[config.mk]
export PLATFORM = sky130hd
export DESIGN_NAME = rhg_global_status
export DESIGN_NICKNAME = d
export VERILOG_FILES = /design/src/include/rhg_pkg.sv /design/src/hw/rhg_global_status.sv
export SDC_FILE = /design/constraint.sdc
export NUM_CORES = 1
export LEC_CHECK = 0
export BUFFER_PORTS_ARGS = -buffer_cell sky130_fd_sc_hd__buf_2
export CAP_MARGIN = 20
export CORE_AREA = 3 3 84 86
export CTS_CLUSTER_SIZE = 30
export DETAILED_ROUTE_END_ITERATION = 16
export DIE_AREA = 0 0 87 89
export PLACE_DENSITY = 0.89
export SLEW_MARGIN = 20
export SYNTH_ARGS = -nofsm -noshare
export SYNTH_HDL_FRONTEND = slang
export SYNTH_SLANG_ARGS = --single-unit
[constraint.sdc]
create_clock -name clock_in -period 2.5 [get_ports clock_in]
set_input_delay 0.375 -clock clock_in [delete_from_list [all_inputs] [get_ports clock_in]]
set_output_delay 0.375 -clock clock_in [all_outputs]
set_load 0.02 [all_outputs]
[src/include/rhg_pkg.sv]
package rhg_pkg;

  // Port count and bus sizes
  localparam int RHG_NUM_PORTS = 15;
  localparam int RHG_ADDR_W = 8;
  localparam int RHG_DATA_W = 32;

  // Register byte offsets
  localparam logic [7:0] RHG_OFS_STATUS = 8'h00;
  localparam logic [7:0] RHG_OFS_MODE = 8'h04;
  localparam logic [7:0] RHG_OFS_MASK = 8'h08;
  localparam logic [7:0] RHG_OFS_PWR = 8'h0C;
  localparam logic [7:0] RHG_OFS_IRQ_STAT = 8'h10;
  localparam logic [7:0] RHG_OFS_IRQ_MASK = 8'h14;
  localparam logic [7:0] RHG_OFS_PORTPWR = 8'h18;
  localparam logic [7:0] RHG_OFS_SUSPEND = 8'h1C;

  // Global status field positions
  localparam int RHG_BIT_LOCAL_STATE = 0;
  localparam int RHG_BIT_OC_FLAG = 1;
  localparam int RHG_BIT_WAKE_EN = 15;
  localparam int RHG_BIT_LOCAL_CHANGE = 16;
  localparam int RHG_BIT_OC_CHANGE = 17;
  localparam int RHG_BIT_WAKE_CLR = 31;

  // Mode register fields
  localparam int RHG_BIT_PER_PORT = 0;
  localparam int RHG_BIT_OC_PER_PORT = 1;

  // Per-port power command fields: set in [15:1], clear in [31:17]
  localparam int RHG_PORTPWR_SET_LSB = 1;
  localparam int RHG_PORTPWR_CLR_LSB = 17;

  // Interrupt status layout
  localparam int RHG_IRQ_RESUME = 0;
  localparam int RHG_IRQ_OC_CHANGE = 1;
  localparam int RHG_IRQ_W = 2;

  // Reset values
  localparam logic [15:0] RHG_RST_MASK = 16'h0000;
  localparam logic [15:0] RHG_RST_PWR = 16'h0000;
  localparam logic [1:0] RHG_RST_MODE = 2'h0;

  // AHB-Lite encodings
  localparam logic [1:0] RHG_HTRANS_NONSEQ = 2'h2;
  localparam logic [1:0] RHG_HTRANS_SEQ = 2'h3;

  typedef struct packed {
    logic valid;
    logic write;
    logic [RHG_ADDR_W-1:0] addr;
  } rhg_access_type;

  typedef struct packed {
    logic per_port;
    logic oc_per_port;
  } rhg_mode_type;

  typedef enum logic [1:0] {
    RHG_ST_OPERATIONAL,
    RHG_ST_SUSPENDED,
    RHG_ST_RESUMING
  } rhg_bus_state_type;

endpackage

[src/hw/rhg_global_status.sv]
`timescale 1ns/1ps
`default_nettype none
// Behaviour
// [RL1] Local supply state and its change bit always read zero.
// [RL2] Global mode: power-off strobe clears power on every port.
// [RL3] Per-port mode: power-off strobe clears only ports with mask bit zero.
// [RL4] Global mode: power-on strobe powers every port.
// [RL5] Per-port mode: power-on strobe powers only ports with mask zero.
// [RL6] Zero written to any strobe or change flag changes nothing.
// [RL7] Global reporting: overcurrent flag follows the overcurrent condition.
// [RL8] Per-port overcurrent protection: global overcurrent flag reads zero.
// [RL9] Any change of the overcurrent flag sets its change flag.
// [RL10] Overcurrent change flag is write-one-to-clear.
// [RL11] Wake enabled: attach change in suspend resumes, raises resume interrupt.
// [RL12] Wake enable one makes attach changes wakeup events.
// [RL13] One to wake set strobe sets wake enable.
// [RL14] One to wake clear strobe clears wake enable.
// [RL15] Per-port mode: masked ports change power only through per-port commands.
// [RL16] Reserved status bits read zero and ignore writes.
module rhg_global_status
  import rhg_pkg::*;
(
  // Clock and reset
  input wire logic clock_in,
  input wire logic reset_n_in,
  // AHB-Lite slave
  input wire logic hsel_in,
  input wire logic [31:0] haddr_in,
  input wire logic [1:0] htrans_in,
  input wire logic hwrite_in,
  input wire logic [2:0] hsize_in,
  input wire logic [31:0] hwdata_in,
  input wire logic hready_in,
  output logic [31:0] hrdata_out,
  output logic hreadyout_out,
  output logic hresp_out,
  // Root hub side
  input wire logic overcurrent_in,
  input wire logic [RHG_NUM_PORTS:1] attach_change_flag_in,
  output logic [RHG_NUM_PORTS:1] port_power_state_out,
  output logic [1:0] bus_state_out,
  output logic resume_seen_interrupt_out,
  // Interrupt
  output logic irq_out
);

  ////////////////////////////////////////////////////////////////////////////
  // Bus capture

  rhg_access_type acc_r;
  rhg_mode_type mode_r;
  logic [RHG_NUM_PORTS:1] ganged_exclusion_mask_r;
  logic [RHG_NUM_PORTS:1] port_power_state_r;
  logic connect_wake_enable_r;
  logic overcurrent_flag_r;
  logic overcurrent_flag_change_r;
  logic [RHG_IRQ_W-1:0] irq_stat_r;
  logic [RHG_IRQ_W-1:0] irq_mask_r;
  logic resume_pulse_r;
  rhg_bus_state_type bus_state_r;
  logic [31:0] rdata_nxt;
  logic wr_en;
  logic rd_en;
  logic oc_flag_nxt;
  logic resume_event;

  function automatic logic hit(input rhg_access_type a, input logic [7:0] o);
    hit = a.valid && (a.addr == o);
  endfunction

  always_ff @(posedge clock_in) begin
    if (!reset_n_in) begin
      acc_r <= '0;
    end else if (hready_in) begin
      acc_r.valid <= hsel_in && (htrans_in == RHG_HTRANS_NONSEQ ||
                                 htrans_in == RHG_HTRANS_SEQ);
      acc_r.write <= hwrite_in;
      acc_r.addr <= haddr_in[RHG_ADDR_W-1:0];
    end
  end

  // Zero wait states: every data phase completes in one cycle
  assign hreadyout_out = 1'b1;
  assign hresp_out = 1'b0;
  assign wr_en = acc_r.valid && acc_r.write;
  assign rd_en = acc_r.valid && !acc_r.write;

  ////////////////////////////////////////////////////////////////////////////
  // Register decode

  logic wr_status;
  logic wr_mode;
  logic wr_mask;
  logic wr_portpwr;
  logic wr_suspend;
  logic wr_irq_mask;

  // One decoder per register keeps every write enable a single gate
  assign wr_status = wr_en && hit(acc_r, RHG_OFS_STATUS);
  assign wr_mode = wr_en && hit(acc_r, RHG_OFS_MODE);
  assign wr_mask = wr_en && hit(acc_r, RHG_OFS_MASK);
  assign wr_portpwr = wr_en && hit(acc_r, RHG_OFS_PORTPWR);
  assign wr_suspend = wr_en && hit(acc_r, RHG_OFS_SUSPEND);
  assign wr_irq_mask = wr_en && hit(acc_r, RHG_OFS_IRQ_MASK);

  ////////////////////////////////////////////////////////////////////////////
  // Configuration registers

  always_ff @(posedge clock_in) begin
    if (!reset_n_in) begin
      mode_r <= RHG_RST_MODE;
    end else if (wr_mode) begin
      mode_r.per_port <= hwdata_in[RHG_BIT_PER_PORT];
      mode_r.oc_per_port <= hwdata_in[RHG_BIT_OC_PER_PORT];
    end
  end

  always_ff @(posedge clock_in) begin
    if (!reset_n_in) begin
      ganged_exclusion_mask_r <= RHG_RST_MASK[RHG_NUM_PORTS:1];
    end else if (wr_mask) begin
      ganged_exclusion_mask_r <= hwdata_in[RHG_NUM_PORTS:1];
    end
  end

  ////////////////////////////////////////////////////////////////////////////
  // Port power

  logic glob_on;
  logic glob_off;
  logic [RHG_NUM_PORTS:1] glob_sel;
  logic [RHG_NUM_PORTS:1] pp_set;
  logic [RHG_NUM_PORTS:1] pp_clr;
  logic st_wr;

  assign st_wr = wr_status;
  // [RL6] Only ones act
  assign glob_off = st_wr && hwdata_in[RHG_BIT_LOCAL_STATE];
  assign glob_on = st_wr && hwdata_in[RHG_BIT_LOCAL_CHANGE];
  // [RL15] In per-port mode masked ports ignore global commands
  assign glob_sel = mode_r.per_port ? ~ganged_exclusion_mask_r
                                    : {RHG_NUM_PORTS{1'b1}};
  assign pp_set = wr_portpwr ?
    hwdata_in[RHG_PORTPWR_SET_LSB +: RHG_NUM_PORTS] : '0;
  assign pp_clr = wr_portpwr ?
    hwdata_in[RHG_PORTPWR_CLR_LSB +: RHG_NUM_PORTS] : '0;

  logic [RHG_NUM_PORTS:1] port_power_nxt;

  // Per-port commands only reach masked ports in per-port mode
  always_comb begin
    port_power_nxt = port_power_state_r;
    for (int i = 1; i <= RHG_NUM_PORTS; i++) begin
      // [RL2] [RL3] Global power off
      if (glob_off && glob_sel[i]) begin
        port_power_nxt[i] = 1'b0;
      // [RL4] [RL5] Global power on
      end else if (glob_on && glob_sel[i]) begin
        port_power_nxt[i] = 1'b1;
      // [RL15] Per-port commands, clear wins
      end else if (mode_r.per_port && ganged_exclusion_mask_r[i]) begin
        if (pp_clr[i]) begin
          port_power_nxt[i] = 1'b0;
        end else if (pp_set[i]) begin
          port_power_nxt[i] = 1'b1;
        end
      end
    end
  end

  always_ff @(posedge clock_in) begin
    if (!reset_n_in) begin
      port_power_state_r <= RHG_RST_PWR[RHG_NUM_PORTS:1];
    end else begin
      port_power_state_r <= port_power_nxt;
    end
  end

  assign port_power_state_out = port_power_state_r;

  ////////////////////////////////////////////////////////////////////////////
  // Overcurrent

  // [RL7] [RL8] Flag follows input unless protection is per port
  assign oc_flag_nxt = mode_r.oc_per_port ? 1'b0 : overcurrent_in;

  // Seen before the flag register moves, so the change flag and the
  // interrupt status set on the same edge as the flag itself
  logic oc_changed;
  assign oc_changed = oc_flag_nxt != overcurrent_flag_r;

  always_ff @(posedge clock_in) begin
    if (!reset_n_in) begin
      overcurrent_flag_r <= 1'b0;
    end else begin
      overcurrent_flag_r <= oc_flag_nxt;
    end
  end

  // Set wins over a clear in the same cycle
  always_ff @(posedge clock_in) begin
    if (!reset_n_in) begin
      overcurrent_flag_change_r <= 1'b0;
    // [RL9] Flag changed
    end else if (oc_changed) begin
      overcurrent_flag_change_r <= 1'b1;
    // [RL10] Write one to clear
    end else if (st_wr && hwdata_in[RHG_BIT_OC_CHANGE]) begin
      overcurrent_flag_change_r <= 1'b0;
    end
  end

  ////////////////////////////////////////////////////////////////////////////
  // Remote wakeup and suspend state

  always_ff @(posedge clock_in) begin
    if (!reset_n_in) begin
      connect_wake_enable_r <= 1'b0;
    // [RL14] Clear strobe
    end else if (st_wr && hwdata_in[RHG_BIT_WAKE_CLR]) begin
      connect_wake_enable_r <= 1'b0;
    // [RL13] Set strobe
    end else if (st_wr && hwdata_in[RHG_BIT_WAKE_EN]) begin
      connect_wake_enable_r <= 1'b1;
    end
  end

  // [RL11] [RL12] Attach change wakes only when enabled
  assign resume_event = connect_wake_enable_r && (|attach_change_flag_in) &&
                        bus_state_r == RHG_ST_SUSPENDED;

  rhg_bus_state_type bus_state_nxt;

  // Software drives suspend entry and leaving the resuming state;
  // a wake event outranks a software write in the same cycle
  always_comb begin
    bus_state_nxt = bus_state_r;
    if (resume_event) begin
      bus_state_nxt = RHG_ST_RESUMING;
    end else if (wr_suspend) begin
      case (hwdata_in[1:0])
        2'h1: begin
          bus_state_nxt = RHG_ST_SUSPENDED;
        end
        2'h2: begin
          bus_state_nxt = RHG_ST_RESUMING;
        end
        default: begin
          bus_state_nxt = RHG_ST_OPERATIONAL;
        end
      endcase
    end
  end

  always_ff @(posedge clock_in) begin
    if (!reset_n_in) begin
      bus_state_r <= RHG_ST_OPERATIONAL;
    end else begin
      bus_state_r <= bus_state_nxt;
    end
  end

  always_ff @(posedge clock_in) begin
    if (!reset_n_in) begin
      resume_pulse_r <= 1'b0;
    end else begin
      resume_pulse_r <= resume_event;
    end
  end

  assign bus_state_out = bus_state_r;
  assign resume_seen_interrupt_out = resume_pulse_r;

  ////////////////////////////////////////////////////////////////////////////
  // Interrupts

  logic irq_rd;
  logic [RHG_IRQ_W-1:0] irq_set;

  assign irq_rd = rd_en && hit(acc_r, RHG_OFS_IRQ_STAT);
  assign irq_set[RHG_IRQ_RESUME] = resume_event;
  assign irq_set[RHG_IRQ_OC_CHANGE] = oc_changed;

  logic [RHG_IRQ_W-1:0] irq_stat_nxt;

  // Read clears; an event in the same cycle survives
  always_comb begin
    if (irq_rd) begin
      irq_stat_nxt = irq_set;
    end else begin
      irq_stat_nxt = irq_stat_r | irq_set;
    end
  end

  always_ff @(posedge clock_in) begin
    if (!reset_n_in) begin
      irq_stat_r <= '0;
    end else begin
      irq_stat_r <= irq_stat_nxt;
    end
  end

  always_ff @(posedge clock_in) begin
    if (!reset_n_in) begin
      irq_mask_r <= '0;
    end else if (wr_irq_mask) begin
      irq_mask_r <= hwdata_in[RHG_IRQ_W-1:0];
    end
  end

  assign irq_out = |(irq_stat_r & irq_mask_r);

  ////////////////////////////////////////////////////////////////////////////
  // Read data

  logic [31:0] status_word;

  always_comb begin
    status_word = '0;
    // [RL1] Local supply bits stay zero
    status_word[RHG_BIT_LOCAL_STATE] = 1'b0;
    status_word[RHG_BIT_LOCAL_CHANGE] = 1'b0;
    status_word[RHG_BIT_OC_FLAG] = overcurrent_flag_r;
    status_word[RHG_BIT_WAKE_EN] = connect_wake_enable_r;
    status_word[RHG_BIT_OC_CHANGE] = overcurrent_flag_change_r;
    // [RL16] Reserved bits and the clear strobe read zero
    status_word[RHG_BIT_WAKE_CLR] = 1'b0;
  end

  always_comb begin
    rdata_nxt = '0;
    case (acc_r.addr)
      RHG_OFS_STATUS: begin
        rdata_nxt = status_word;
      end
      RHG_OFS_MODE: begin
        rdata_nxt[RHG_BIT_PER_PORT] = mode_r.per_port;
        rdata_nxt[RHG_BIT_OC_PER_PORT] = mode_r.oc_per_port;
      end
      RHG_OFS_MASK: begin
        rdata_nxt[RHG_NUM_PORTS:1] = ganged_exclusion_mask_r;
      end
      RHG_OFS_PWR: begin
        rdata_nxt[RHG_NUM_PORTS:1] = port_power_state_r;
      end
      RHG_OFS_IRQ_STAT: begin
        rdata_nxt[RHG_IRQ_W-1:0] = irq_stat_r;
      end
      RHG_OFS_IRQ_MASK: begin
        rdata_nxt[RHG_IRQ_W-1:0] = irq_mask_r;
      end
      RHG_OFS_SUSPEND: begin
        rdata_nxt[1:0] = bus_state_r;
      end
      default: begin
        rdata_nxt = '0;
      end
    endcase
    if (!rd_en) begin
      rdata_nxt = '0;
    end
  end

  // Read data is combinational from registers within the data phase
  assign hrdata_out = rdata_nxt;

endmodule
`default_nettype wire

=== Word-level counts from Yosys, hierarchy flattened ===
Cells that the tools add are included.

* Register bits: 52
* Output and inout bits: 53
* Word-level logic and storage cells: 259

* Equal/unequal tests: 13
* Muxes and demuxes: 75
* Bitwise operators: 4
* Reductions and logical operators: 138

{| class="wikitable"
|+ Operator list
! kind !! count
|-
| $logic_and A1 B1 Y1 || 69
|-
| $mux W1 || 63
|-
| $mux W15 || 3
|-
| $reduce_bool A3 Y1 || 15
|-
| $pmux W14 S3 || 1
|-
| $reduce_or A2 Y1 || 18
|-
| $reduce_bool A2 Y1 || 17
|-
| $eq A8 B5 Y1 const B || 4
|-
| $mux W32 || 1
|-
| $reduce_and A2 Y1 || 15
|-
| $eq A8 B4 Y1 const B || 2
|-
| $not A15 Y15 || 1
|-
| $reduce_or A15 Y1 || 1
|-
| $eq A8 B3 Y1 const B || 1
|-
| $logic_not A8 Y1 || 1
|-
| $mux W2 || 4
|-
| $pmux W1 S7 || 1
|-
| $eq A2 B2 Y1 const B || 3
|-
| $eq A2 B1 Y1 const B || 2
|-
| $pmux W1 S4 || 1
|-
| $pmux W2 S2 || 1
|-
| $and A2 B2 Y2 || 1
|-
| $or A2 B2 Y2 || 1
|-
| $logic_not A1 Y1 || 1
|-
| 3 further kinds || 3
|}

=== Depth between registers and ports, before layout ===
* Depth after elaboration: 8
* Depth in mapped cells: 7
* Gate-level depth less buffers: 4

=== Worst setup path before layout ===
No wires, ideal clock.

* Path kind: register to output
* Start point: reg acc_r[7] (netlist name)
* End point: out hrdata_out[10]
* Arrival time: 2.059 ns
* Setup slack: 0.066 ns
* Stages on the path, launching flop included: 7
* Cells stage by stage: dfxtp_1 or4_4 buf_6 or3_1 a211o_1 buf_6 nor2_1

* Longest elaborated chain between the ends: 3
* Elaborated cells on any way between the ends: 5

{| class="wikitable"
|+ Ends and longest elaborated chain
! element !! line !! text
|-
| from (decl) || rhg_global_status.sv:50 || <nowiki>rhg_access_type acc_r;</nowiki>
|-
| $eq A8 B4 Y1 or $logic_not A8 Y1 (tied branches) || rhg_global_status.sv:332 || <nowiki>case (acc_r.addr)</nowiki>
|-
| $pmux W14 S3 * || rhg_global_status.sv:332 ||
|-
| $mux W32 * || rhg_global_status.sv:359 || <nowiki>if (!rd_en) begin</nowiki>
|-
| to (decl) || rhg_global_status.sv:34 || <nowiki>output logic [31:0] hrdata_out,</nowiki>
|}

Every way passes the cells marked *; elsewhere a longest branch is shown, timed or not.

=== Worst setup path in the final report ===
* Start point: reg acc_r[7] (netlist name)
* End point: out hrdata_out[2]

Same word-level chain as after synthesis.

==> results.cfg <==
[floorplan]
initial_core_util = 0.460
row_count = 29
die_area_um2 = 7740
dieWidth_um = 87
chipHeight_um = 89
ioPinCount = 143
coreArea_um2 = 6350

[critical_path]
end_kind = primary output
required_ns = 2.12
r2r_slack_ns = 0.29
critPathMaxFanout = 5
critPathKind = reg2out
critPathLaunchType = flip-flop
worst_ep_arrival_time_ns = 2.28

[logic_synthesis]
synth_common_cells = 52 x dfxtp_1, 51 x nand2_1, 32 x nand3_1
synth_area_leaders = dfxtp_1 36%, nand2_1 6.5%, mux2i_1 5.8%
yosysMostFrequentCell = dfxtp_1
synth.distinct_cells = 46
synth-edff-count = 0
async_flop_share = 0
yosys.area.top_type = dfxtp_1
synth_top_area_share = 0.356
synth-seq-cells = 52
yosys_warnings = 0
synth.avg_cell_area_um2 = 8.10
syn_area_um2 = 2920
syn_inst = 361
synth_ff_type = dfxtp_1
yosysSeqAreaShare = 0.356

[layout]
stdcell_count = 527
final_area_um2 = 3740
n_antenna_cell = 0
final_util = 0.589
fin_nets = 539
drive_gt1_frac = 0.336
area_growth_pct = 28.0

[sta]
max_slew.worst_pin.slew_ns = 0.631
fin_ws_ns = -0.152
finalClockSkew_ns = 0.00976
fmax_mhz = 377
setup_viol = 14
rsz0062_at_grt = true
whs_ns = 0.265
fin_crit_ns = 2.65
drv_slew = 0
finalCritPeriodShare = 1.06
hold_violations = 0
relSlewSlack = 0.579

[clock_network]
clockBufferDepth = 2
cts_tree = yes
cts_buffers = 5
root_buffer = clkbuf_8
htree_levels = 2
cts_hold_buf = 0
cts.sinks = 52
clkLatencyLatePin_ns = 0.31
cts.reportedPaths.clkPinSlew_ns = 0.09

[place]
port_buffers = 97
routabilityCongestion = 0.893
placed_cell_area_um2 = 3400
dpl.hpwl_um = 5770
dp.cells = 516

[pwr]
p_seq_frac = 0.551
peakVddDrop_mv = 0.284
p_int_mw = 1.15
total_power_mw = 1.56
clockPowerShare = 0.319
p_per_area_nw_per_um2 = 417
swShare = 0.263
leakage_nw = 1.41
switchingPower_mw = 0.411
p_comb_frac = 0.129

[grt]
grt_max_degree = 50
grt_first_pass_wirelength_um = 13700
first_global_vias = 2893
track_usage = 0.220
antenna_found_initial = 0
grt_remaining_overflow = 0

[detailed_routing]
dr.first_iter.drc_count = 221
routed_wirelength_um = 8460
ant_nets = 0
drc = 0
wl_per_cell_um = 16.1
viasPerCell = 5.82
drt_first_pass_iters = 5
vias = 3068

[outcome]
violations = setup timing
outcome = finished with violations

[worst_hold_path]
min-delay-path-class = in2reg

[run]
maxCapViolations = 0
-- power groups by stage --
stage	Combinational, mW	Clock (mW)	Sequential [mW]
floorplan	0.140	0	0.870
global placement	0.184	0	0.878
detailed placement	0.189	0	0.878
CTS	0.198	0.503	0.859
global route	0.221	0.537	0.862
finish	0.202	0.498	0.860
-- cell type report --
class / count / area [um2]
Timing Repair Buffer: 111 / 714
Clock buffer: 7 / 86.3
Fill cell: 575 / 2610
Clock inverter: 1 / 7.51
Tap cell: 77 / 96.3
Inverter: 5 / 18.8
Sequential cell: 52 / 1040
Multi-Input combinational cell: 274 / 1780
-- per-layer routing --
layer / vias to the layer above / track usage / share of wire
met5: - / 0 / 0
met4: 0 / 0.0935 / 0.020
met3: 17 / 0.0313 / 0.082
met2: 161 / 0.372 / 0.48
met1: 1427 / 0.282 / 0.41
li1: 1463 / - / -
-- repair_timing --
item                       in CTS  in global routing
pin swaps                       1                  3
setup buffers                   2                  0
gates resized for setup        54                  6
cloned                          1                  0
setup endpoints to repair      14                 14
-- per-stage QoR --
step           setup TNS, ns  worst slack (ns)
2_1_floorplan              0            0.0663
3_3_place_gp               0             0.122
3_5_place_dp               0            0.0765
4_1_cts                -2.39            -0.188
5_1_grt                -2.78            -0.221
6_report               -1.89            -0.152
-- flip-flops by register name (all words and copies together), names as in the netlist, 2 cells and up --
name / cells
port_power_state_out: 15
acc_r: 10
irq_mask_r: 2
ganged_exclusion_mask_r: 15
mode_r: 2
bus_state_out: 2
irq_stat_r: 2
-- path summary, 6_finish.rpt --
check	startpoint	endpoint	cells past startpoint
setup / recovery	acc_r[7]	hrdata_out[2]	6
hold / removal	hwdata_in[31]	connect_wake_enable_r	2
setup reg to reg	acc_r[7]	port_power_state_out[6]	5
hold reg to reg	irq_stat_r[0]	irq_stat_r[0]	2
-- layout by cell type (no fill, tap or decap), types with 5 or more instances in the layout --
cell type	count
a221oi_1	10
a221oi_2	5
a22oi_1	13
a41oi_1	15
buf_2	83
buf_4	11
buf_6	15
clkbuf_8	6
conb_1	17
dfxtp_1	51
inv_1	5
mux2i_1	17
nand2_1	51
nand2b_1	6
nand3_1	32
nor2_1	17
nor2_4	13
nor4_1	5
o21ai_0	22
o21ai_1	10
-- critical path, cell delays in order (launching register included) --
cell	delay, ns
dfxtp_2	0.33
or4_4	0.54
or3_4	0.35
a211o_4	0.34
buf_12	0.17
nor2_4	0.11
buf_6	0.12
-- cells by family (layout without fill, tap and decap cells) --
kind of cell | count (synthesis) | in the layout | synth area share
other | 2 | 17 | 0.00257
XOR/XNOR | 1 | 1 | 0.00300
buffers and inverters | 50 | 124 | 0.0976
AO/OA/AOI/OAI | 87 | 87 | 0.215
flip-flops | 52 | 52 | 0.356
multiplexers | 19 | 19 | 0.0698
AND/OR/NAND/NOR | 150 | 150 | 0.256
(Power assumes the default switching activity.)
